[config.mk]
export PLATFORM = sky130hd
export DESIGN_NAME = peripheral_disable_regs
export DESIGN_NICKNAME = d
export VERILOG_FILES = /design/src/rtl/peripheral_disable_regs.v
export VERILOG_INCLUDE_DIRS = /design/src /design/src/rtl
export SDC_FILE = /design/constraint.sdc
export NUM_CORES = 1
export LEC_CHECK = 0
export ABC_AREA = 1
export BUFFER_PORTS_ARGS = -buffer_cell sky130_fd_sc_hd__buf_2
export CORE_ASPECT_RATIO = 2
export CORE_MARGIN = 8
export CORE_UTILIZATION = 40
export CTS_CLUSTER_SIZE = 14
export DETAILED_ROUTE_END_ITERATION = 6
export GPL_ROUTABILITY_DRIVEN = 0
export PLACE_DENSITY = 0.75
export SYNTH_ARGS = -nofsm -noshare
export SYNTH_HDL_FRONTEND = slang
export SYNTH_SLANG_ARGS = --single-unit
export TNS_END_PERCENT = 100
[constraint.sdc]
create_clock -name sys_clk -period 1.4 [get_ports sys_clk]
set_clock_uncertainty 0.1 [all_clocks]
set_input_delay 0.28 -clock sys_clk [delete_from_list [all_inputs] [get_ports sys_clk]]
set_output_delay 0.28 -clock sys_clk [all_outputs]
set_load 0.05 [all_outputs]
[src/rtl/peripheral_disable_regs.vh]
// Offsets, field positions, masks and reset values of the peripheral disable registers.
`ifndef PERIPHERAL_DISABLE_REGS_VH
`define PERIPHERAL_DISABLE_REGS_VH

// Byte offsets of the two registers on the bus.
`define OFS_COMPARATOR_TRIGGER 4'h0
`define OFS_LOGIC_CELLS_MISC   4'h4

// Field positions in the first register.
`define POS_COMPARATOR_ONE_OFF  8
`define POS_PATTERN_TRIGGER_OFF 3

// Field positions in the second register.
`define POS_OPAMP_MODULES_OFF   13
`define POS_NIBBLE_TX_ONE_OFF   11
`define POS_DEADMAN_TIMER_OFF   8
`define POS_LOGIC_CELL_FOUR_OFF 5
`define POS_LOGIC_CELL_THREE_OFF 4
`define POS_LOGIC_CELL_TWO_OFF  3
`define POS_LOGIC_CELL_ONE_OFF  2
`define POS_CURRENT_SOURCE_OFF  1

// Masks of the implemented bits.
`define MASK_COMPARATOR_TRIGGER 16'h0108
`define MASK_LOGIC_CELLS_MISC   16'h293E

// Power-on values.
`define RST_COMPARATOR_TRIGGER 16'h0000
`define RST_LOGIC_CELLS_MISC   16'h0000

// Bus responses.
`define RESP_OKAY   2'h0
`define RESP_SLVERR 2'h2

`endif

[src/rtl/peripheral_disable_regs.v]
// AXI4-Lite register bank of per-peripheral disable flags.
`timescale 1ns/1ns
`default_nettype none
`include "peripheral_disable_regs.vh"

module peripheral_disable_regs (
  // Clock and reset.
  input  wire        sys_clk,
  input  wire        rst_n,
  // Write address channel.
  input  wire [3:0]  s_axi_awaddr,
  input  wire        s_axi_awvalid,
  output reg         s_axi_awready,
  // Write data channel.
  input  wire [31:0] s_axi_wdata,
  input  wire [3:0]  s_axi_wstrb,
  input  wire        s_axi_wvalid,
  output reg         s_axi_wready,
  // Write response channel.
  output reg  [1:0]  s_axi_bresp,
  output reg         s_axi_bvalid,
  input  wire        s_axi_bready,
  // Read address channel.
  input  wire [3:0]  s_axi_araddr,
  input  wire        s_axi_arvalid,
  output reg         s_axi_arready,
  // Read data channel.
  output reg  [31:0] s_axi_rdata,
  output reg  [1:0]  s_axi_rresp,
  output reg         s_axi_rvalid,
  input  wire        s_axi_rready,
  // Disable flags to the peripherals, high means disabled.
  output reg         comparator_one_off,
  output reg         pattern_trigger_off,
  output reg         opamp_modules_off,
  output reg         nibble_tx_one_off,
  output reg         deadman_timer_off,
  output reg         logic_cell_four_off,
  output reg         logic_cell_three_off,
  output reg         logic_cell_two_off,
  output reg         logic_cell_one_off,
  output reg         current_source_off
);

  // Register storage and captured write halves.
  // Unimplemented bits are masked on write and again on read, so they never read back as one.
  reg  [15:0] cmp_trig_q;
  reg  [15:0] cells_misc_q;
  reg  [3:0]  waddr_q;
  reg         waddr_ok_q;
  reg  [31:0] wdata_q;
  reg  [3:0]  wstrb_q;
  reg         wdata_ok_q;

  // Merges a write into a 16-bit register under byte strobes and a mask.
  // Only the two low strobes matter, as each register is sixteen bits wide.
  function [15:0] merge;
    input [15:0] old_v;
    input [31:0] new_v;
    input [3:0]  strb;
    input [15:0] mask;
    reg   [15:0] bytes;
    begin
      bytes = {{8{strb[1]}}, {8{strb[0]}}};
      merge = ((old_v & ~bytes) | (new_v[15:0] & bytes)) & mask;
    end
  endfunction

  // Maps a byte address onto a one-hot register select; all zero means unmapped.
  function [1:0] decode_sel;
    input [3:0] addr;
    begin
      case (addr)
        `OFS_COMPARATOR_TRIGGER: decode_sel = 2'h1;
        `OFS_LOGIC_CELLS_MISC:   decode_sel = 2'h2;
        default:                 decode_sel = 2'h0;
      endcase
    end
  endfunction

  // Answers okay for a mapped register and an error for a hole in the map.
  // The error path changes no state, so software can probe the map safely.
  function [1:0] resp_for;
    input [1:0] sel;
    begin
      resp_for = (sel != 2'h0) ? `RESP_OKAY : `RESP_SLVERR;
    end
  endfunction

  // Both write halves are present and no response is still pending.
  // Waiting for the response channel keeps two writes from sharing one answer.
  wire       do_write = waddr_ok_q & wdata_ok_q & ~s_axi_bvalid;
  wire [1:0] wr_sel   = decode_sel(waddr_q);
  wire [1:0] rd_sel   = decode_sel(s_axi_araddr);
  wire       hit_a    = wr_sel[0];
  wire       hit_b    = wr_sel[1];

  // Write path: address and data are taken in either order, then the write commits.
  always @(posedge sys_clk or negedge rst_n) begin
    if (!rst_n) begin
      s_axi_awready <= 1'b0;
      s_axi_wready  <= 1'b0;
      s_axi_bvalid  <= 1'b0;
      s_axi_bresp   <= 2'h0;
      waddr_q       <= 4'h0;
      waddr_ok_q    <= 1'b0;
      wdata_q       <= 32'h0000_0000;
      wstrb_q       <= 4'h0;
      wdata_ok_q    <= 1'b0;
      cmp_trig_q    <= `RST_COMPARATOR_TRIGGER;
      cells_misc_q  <= `RST_LOGIC_CELLS_MISC;
    end else begin
      // Ready is a one-cycle pulse, so a valid that is still held is not taken twice.
      s_axi_awready <= ~waddr_ok_q & ~s_axi_awready & s_axi_awvalid;
      s_axi_wready  <= ~wdata_ok_q & ~s_axi_wready & s_axi_wvalid;
      if (s_axi_awvalid && s_axi_awready) begin
        waddr_q    <= s_axi_awaddr;
        waddr_ok_q <= 1'b1;
      end
      if (s_axi_wvalid && s_axi_wready) begin
        wdata_q    <= s_axi_wdata;
        wstrb_q    <= s_axi_wstrb;
        wdata_ok_q <= 1'b1;
      end
      // Commit: update the addressed register and raise the response together.
      if (do_write) begin
        waddr_ok_q   <= 1'b0;
        wdata_ok_q   <= 1'b0;
        s_axi_bvalid <= 1'b1;
        s_axi_bresp  <= resp_for(wr_sel);
        if (hit_a) begin
          // Only bits 8 and 3 exist; the rest stay zero.
          cmp_trig_q <= merge(cmp_trig_q, wdata_q, wstrb_q,
                              `MASK_COMPARATOR_TRIGGER);
        end
        if (hit_b) begin
          cells_misc_q <= merge(cells_misc_q, wdata_q, wstrb_q,
                                `MASK_LOGIC_CELLS_MISC);
        end
      end else if (s_axi_bvalid && s_axi_bready) begin
        s_axi_bvalid <= 1'b0;
      end
    end
  end

  // Read path: one cycle to accept, data valid the cycle after.
  always @(posedge sys_clk or negedge rst_n) begin
    if (!rst_n) begin
      s_axi_arready <= 1'b0;
      s_axi_rvalid  <= 1'b0;
      s_axi_rdata   <= 32'h0000_0000;
      s_axi_rresp   <= 2'h0;
    end else begin
      // A new read is refused while the previous data still wait for the master.
      // The data then stand until the master takes them.
      s_axi_arready <= ~s_axi_arready & ~s_axi_rvalid & s_axi_arvalid;
      if (s_axi_arvalid && s_axi_arready) begin
        s_axi_rvalid <= 1'b1;
        s_axi_rresp  <= resp_for(rd_sel);
        case (rd_sel)
          2'h1: begin
            s_axi_rdata <= {16'h0000, cmp_trig_q & `MASK_COMPARATOR_TRIGGER};
          end
          2'h2: begin
            s_axi_rdata <= {16'h0000, cells_misc_q & `MASK_LOGIC_CELLS_MISC};
          end
          default: begin
            s_axi_rdata <= 32'h0000_0000;
          end
        endcase
      end else if (s_axi_rvalid && s_axi_rready) begin
        s_axi_rvalid <= 1'b0;
      end
    end
  end

  // Flags of the first register, registered copies of the stored bits.
  // Each flag comes straight from a flip-flop, so a peripheral never sees a decode glitch.
  always @(posedge sys_clk or negedge rst_n) begin
    if (!rst_n) begin
      comparator_one_off  <= 1'b0;
      pattern_trigger_off <= 1'b0;
    end else begin
      comparator_one_off  <= cmp_trig_q[`POS_COMPARATOR_ONE_OFF];
      pattern_trigger_off <= cmp_trig_q[`POS_PATTERN_TRIGGER_OFF];
    end
  end

  // Flags of the second register, registered copies of the stored bits.
  // All of them clear at reset, so every unit starts enabled.
  always @(posedge sys_clk or negedge rst_n) begin
    if (!rst_n) begin
      opamp_modules_off    <= 1'b0;
      nibble_tx_one_off    <= 1'b0;
      deadman_timer_off    <= 1'b0;
      logic_cell_four_off  <= 1'b0;
      logic_cell_three_off <= 1'b0;
      logic_cell_two_off   <= 1'b0;
      logic_cell_one_off   <= 1'b0;
      current_source_off   <= 1'b0;
    end else begin
      opamp_modules_off    <= cells_misc_q[`POS_OPAMP_MODULES_OFF];
      nibble_tx_one_off    <= cells_misc_q[`POS_NIBBLE_TX_ONE_OFF];
      deadman_timer_off    <= cells_misc_q[`POS_DEADMAN_TIMER_OFF];
      logic_cell_four_off  <= cells_misc_q[`POS_LOGIC_CELL_FOUR_OFF];
      logic_cell_three_off <= cells_misc_q[`POS_LOGIC_CELL_THREE_OFF];
      logic_cell_two_off   <= cells_misc_q[`POS_LOGIC_CELL_TWO_OFF];
      logic_cell_one_off   <= cells_misc_q[`POS_LOGIC_CELL_ONE_OFF];
      current_source_off   <= cells_misc_q[`POS_CURRENT_SOURCE_OFF];
    end
  end

endmodule // peripheral_disable_regs

`default_nettype wire

==> flow_summary.json, run 1 <==
{
  "finalNonFillerCells": 344,
  "status": "complete, no violations",
  "cp.required_ns": 1.02,
  "crit_slowest_cell": "dfrtp_2",
  "ios": 102,
  "ys_top_cells_by_count": "nand2_1 (80), dfrtp_1 (51), buf_4 (26), o21ai_0 (13), inv_1 (12)",
  "grt_use_total": 0.111,
  "path_clk_slew_ns": 0.09,
  "clk_path_buf_depth": 2,
  "ys_seq_area_frac": 0.582,
  "max-cap-violations": 0,
  "dpl_worst_slack_ns": -0.0959,
  "die-area_mm2": 0.00825,
  "num_antenna_cells": 0,
  "synth-main-ff-cell": "dfrtp_1",
  "hp-class": "in -> reg",
  "start_util": 0.408,
  "cp_num_buf_inv": 1,
  "drv_slew": 0,
  "fmax_ghz": 0.740,
  "synth_top_area_cell": "dfrtp_1",
  "cp.arrival_ns": 0.97,
  "start_kind": "flip-flop",
  "root_buffer": "clkbuf_8",
  "finalSetupViolCount": 0,
  "cts_buffers": 5,
  "cp_top_family": "flip-flops",
  "rsz0062_at_grt": "false",
  "num_vias": 1578,
  "grt_overflow": 0,
  "place.port_buffers": 49,
  "die_h_um": 121,
  "dpl.hpwl_um": 3400,
  "post-synth-top-count-cell": "nand2_1",
  "grt_antenna_before_repair": 0,
  "wl_per_cell_um": 12.5,
  "synth_top_area_frac": 0.582,
  "synth_area_per_cell_um2": 9.70,
  "routed_wl_um": 4290,
  "viasPerCell": 4.59,
  "synthToLayoutAreaGrowth_pct": 17.5,
  "core_region_area_mm2": 0.00537,
  "htree_num_levels": 2,
  "netlist_instances": 226,
  "synth_cell_types": 23,
  "seq_area_mm2": 0.00128,
  "grt_max_degree": 52,
  "ir_drop_uv": 1040,
  "crit_type": "reg -> out",
  "period_share": 0.966,
  "grt_pass1_vias": 1632,
  "nFillCells": 529,
  "yosysWarningCount": 0,
  "synthTopCellsByArea": "dfrtp_1 (58%), nand2_1 (14%), buf_4 (8.9%)",
  "final_core_util": 0.479,
  "firstDrtPassIters": 4,
  "drc_errors": 0,
  "layout_setup_ws_ns": 0.0480,
  "yosys_register_bits": 51,
  "cts_tree": "yes",
  "power_density_mw_per_mm2": 2060,
  "clkSinkCount": 51,
  "clk_latency_ns": 0.31,
  "end_kind": "primary output",
  "fin_nets": 337,
  "p_leak_uw": 0.00144,
  "die_x_um": 68.3,
  "synth_edf_count": 0,
  "grt_pass1_wl_um": 6990,
  "timing.hold.ws_ns": 0.0386,
  "multi_input_area_um2": 734,
  "rows": 38,
  "post-route-min-period_ns": 1.35,
  "detail-route-antenna-nets": 0,
  "drive_gt1_frac": 0.264,
  "path_cells": "buf_4",
  "synthArstFlopShare": 1.00,
  "hold_viol": 0,
  "dp_cells": 335,
  "drtIter0Drc": 78,
  "synth_area_mm2": 0.00219,
  "slowest_delay_ns": 0.46,
  "cp_max_fo": 3
}
final cells by class:
cell class	instances	share of cell area
multi-input cells	155	0.285
flip-flops and latches	51	0.497
well taps	60	0.0292
clock buffers	5	0.0267
clock inverters	3	0.0180
repair buffers	57	0.125
inverters	13	0.0190
what timing repair did:
| item | in CTS | in global routing |
|---|---|---|
| endpoints found under the hold margin | 51 | 0 |
| setup endpoints to repair | 1 | 0 |
| setup buffers | 0 | 0 |
| gates resized for setup | 2 | 0 |
| hold buffers | 1 | 0 |
path summary, 6_finish.rpt:
kind | startpoint | to | slack (ns) | cells after the start
worst max-delay path | s_axi_bvalid | s_axi_bvalid | 0.05 | 1
worst min-delay path | s_axi_bready | s_axi_bvalid | 0.04 | 2
worst max register to register | waddr_ok_q | flip-flop | 0.15 | 5
worst min register to register | flip-flop | logic_cell_three_off | 0.31 | 0
max in group asynchronous | rst_n | s_axi_arready | 0.57 | 3
min in group asynchronous | rst_n | comparator_one_off | 0.37 | 3
layout by cell type (no fill, tap or decap):
cell	n
nand3_2	2
nor3b_1	3
bufinv_16	1
clkbuf_8	5
buf_4	7
nand2_1	80
mux2_2	1
conb_1	26
buf_2	48
nand4_1	10
a31oi_2	1
nor2_8	1
nand2_2	1
nor2_4	1
nor2_2	1
nand3_1	5
o21ai_0	13
dfrtp_2	2
ha_1	3
inv_2	1
buf_12	1
clkinvlp_4	1
nor2_1	5
inv_1	12
a22o_1	2
dlygate4sd3_1	1
inv_6	1
dfrtp_1	49
layer usage:
layer  global-route usage  wire length (um)  vias to the layer above
met5                    0                 0                        -
met4               0.0658               121                        0
met3               0.0352               388                        7
met2                0.196              2270                       60
met1                0.105              1510                      736
li1                     -                 -                      775
through the flow:
stage / area, um^2 / power (uW) / TNS [ns]
floorplan: 2290 / 3860 / 0
global placement: 2450 / 4240 / -0.0330
detailed placement: 2450 / 4310 / -0.444
CTS: 2570 / 5360 / 0
global route: 2570 / 5620 / 0
finish: 2570 / 5300 / 0
cell families after synthesis:
kind of cell               synth area share
AOI/OAI and AO/OA                    0.0434
adders and majority gates            0.0171
buffers and inverters                 0.126
DFF                                   0.582
muxes                               0.00514
other                               0.00171
and+or+nand+nor                       0.225
report_power, final:
group	total, uW	leakage [uW]	internal [uW]	switching (uW)
registers	2390	0.000666	2010	387
clock network	1030	0.0000548	538	496
logic	1870	0.000716	463	1410
total	5300	0.00144	3010	2290
Power figures use the tool's default switching activity.
==> inputs of run 2 (changes only) <==
- CORE_UTILIZATION: 40 -> 46
- PLACE_DENSITY: 0.75 -> 0.84
==> flow_summary.json, run 2 (synthesis gave the netlist of run 1 again) <==
{
  "status": "complete, no violations",
  "rsz0062_at_grt": "false",
  "p_sw_frac": 0.417,
  "routed_wl_um": 4160,
  "max-cap-violations": 0,
  "crit_type": "reg -> out",
  "power_density_mw_per_mm2": 2110,
  "grt_antenna_before_repair": 0,
  "grt_overflow": 0,
  "layout_commonest_cell": "nand2_1",
  "final_cell_mix": "nand2_1 (80), dfrtp_1 (49), buf_2 (48)",
  "hold_viol": 0,
  "clk_path_buf_depth": 2,
  "die_x_um": 64.8,
  "clkSinkCount": 51,
  "end_kind": "primary output",
  "finalSetupTns_ns": 0,
  "clk_latency_ns": 0.30,
  "fin_nets": 337,
  "path_cells": "buf_4",
  "post-route-min-period_ns": 1.35,
  "grt_pass1_vias": 1738,
  "num_vias": 1575,
  "cp_max_fo": 3,
  "drtIter0Drc": 34,
  "die-area_mm2": 0.00736,
  "detail-route-antenna-nets": 0,
  "switching_power_uw": 2260,
  "rows": 35,
  "synthToLayoutAreaGrowth_pct": 17.6,
  "dpl.hpwl_um": 3410,
  "viasPerCell": 4.65,
  "drv_slew": 0,
  "root_buffer": "clkbuf_8",
  "hp-class": "in -> reg",
  "fmax_ghz": 0.743,
  "slowest_delay_ns": 0.46,
  "ir_drop_uv": 1180,
  "core_region_area_mm2": 0.00460,
  "htree_num_levels": 2,
  "grt_pass1_wl_um": 7040,
  "path_clk_slew_ns": 0.09,
  "cp_top_family": "flip-flops",
  "grt_max_degree": 17,
  "period_share": 0.962,
  "p_seq_frac": 0.440,
  "finalSetupViolCount": 0,
  "firstDrtPassIters": 4,
  "ios": 102,
  "start_util": 0.477,
  "num_antenna_cells": 0,
  "final_core_util": 0.561,
  "drive_gt1_frac": 0.264,
  "dpl_worst_slack_ns": -0.0811,
  "drc_errors": 0,
  "cp_num_buf_inv": 1,
  "grt_use_total": 0.117,
  "start_kind": "flip-flop",
  "crit_slowest_cell": "dfrtp_2",
  "place.port_buffers": 49,
  "die_h_um": 114,
  "cp.required_ns": 1.02,
  "cp.arrival_ns": 0.97,
  "cts_buffers": 5,
  "p_leak_uw": 0.00144,
  "combPwrFrac": 0.341,
  "layout_setup_ws_ns": 0.0536,
  "cts_tree": "yes",
  "wl_per_cell_um": 12.3,
  "intPower_uw": 3160,
  "p_clk_frac": 0.219
}
[run 2: cell types whose count changed in the layout (fill, tap and decap cells not counted)]
cell	delta
buf_12	-1
bufinv_16	+1
buf_4	+1
inv_6	-1
[run 2: metrics by stage]
| step | total power, uW | hold slack, ns | instances | instance area, um^2 |
|---|---|---|---|---|
| 2_1_floorplan | 3860 | -0.116 | 251 | 2290 |
| 3_3_place_gp | 4220 | 0.0956 | 330 | 2430 |
| 3_5_place_dp | 4290 | 0.102 | 330 | 2430 |
| 4_1_cts | 5480 | 0.0391 | 339 | 2580 |
| 5_1_grt | 5730 | 0.0609 | 339 | 2580 |
| 6_report | 5430 | 0.0429 | 339 | 2580 |
[run 2: path summary, 6_finish.rpt]
path                         startpoint                 to  slack, ns  cells after the start
max in group asynchronous         rst_n       s_axi_bvalid       0.37                      3
setup / recovery           s_axi_bvalid       s_axi_bvalid       0.05                      1
min in group asynchronous         rst_n         waddr_q[0]       0.30                      2
hold reg to reg               flip-flop  opamp_modules_off       0.31                      0
setup reg to reg             wdata_ok_q          flip-flop       0.14                      5
hold / removal             s_axi_bready       s_axi_bvalid       0.04                      2
[run 2: what timing repair did]
item | in CTS | in global routing
hold buffers | 1 | 0
resized for setup | 2 | 0
setup endpoints to repair | 1 | 0
hold endpoints to repair | 13 | 0
buffers inserted | 0 | 0
[run 2: power groups by stage]
stage               sequential, uW  clock, uW  combinational [uW]
global placement              2400          0                1820
global route                  2470       1270                2000
CTS                           2400       1210                1880
finish                        2390       1190                1850
detailed placement            2420          0                1860
floorplan                     2990          0                 871
[run 2: cell type report]
type                    count  area, um^2
fillers                   437        2020
flip-flops and latches     51        1280
multi-input cells         155         734
repair buffers             57         310
clock buffers               5        68.8
well taps                  55        68.8
clock inverters             3        67.6
inverters                  13        48.8
[run 2: per-layer routing]
layer | share of wire | track usage
met1 | 0.38 | 0.112
met2 | 0.50 | 0.204
met3 | 0.084 | 0.0393
met4 | 0.033 | 0.0762
met5 | 0 | 0
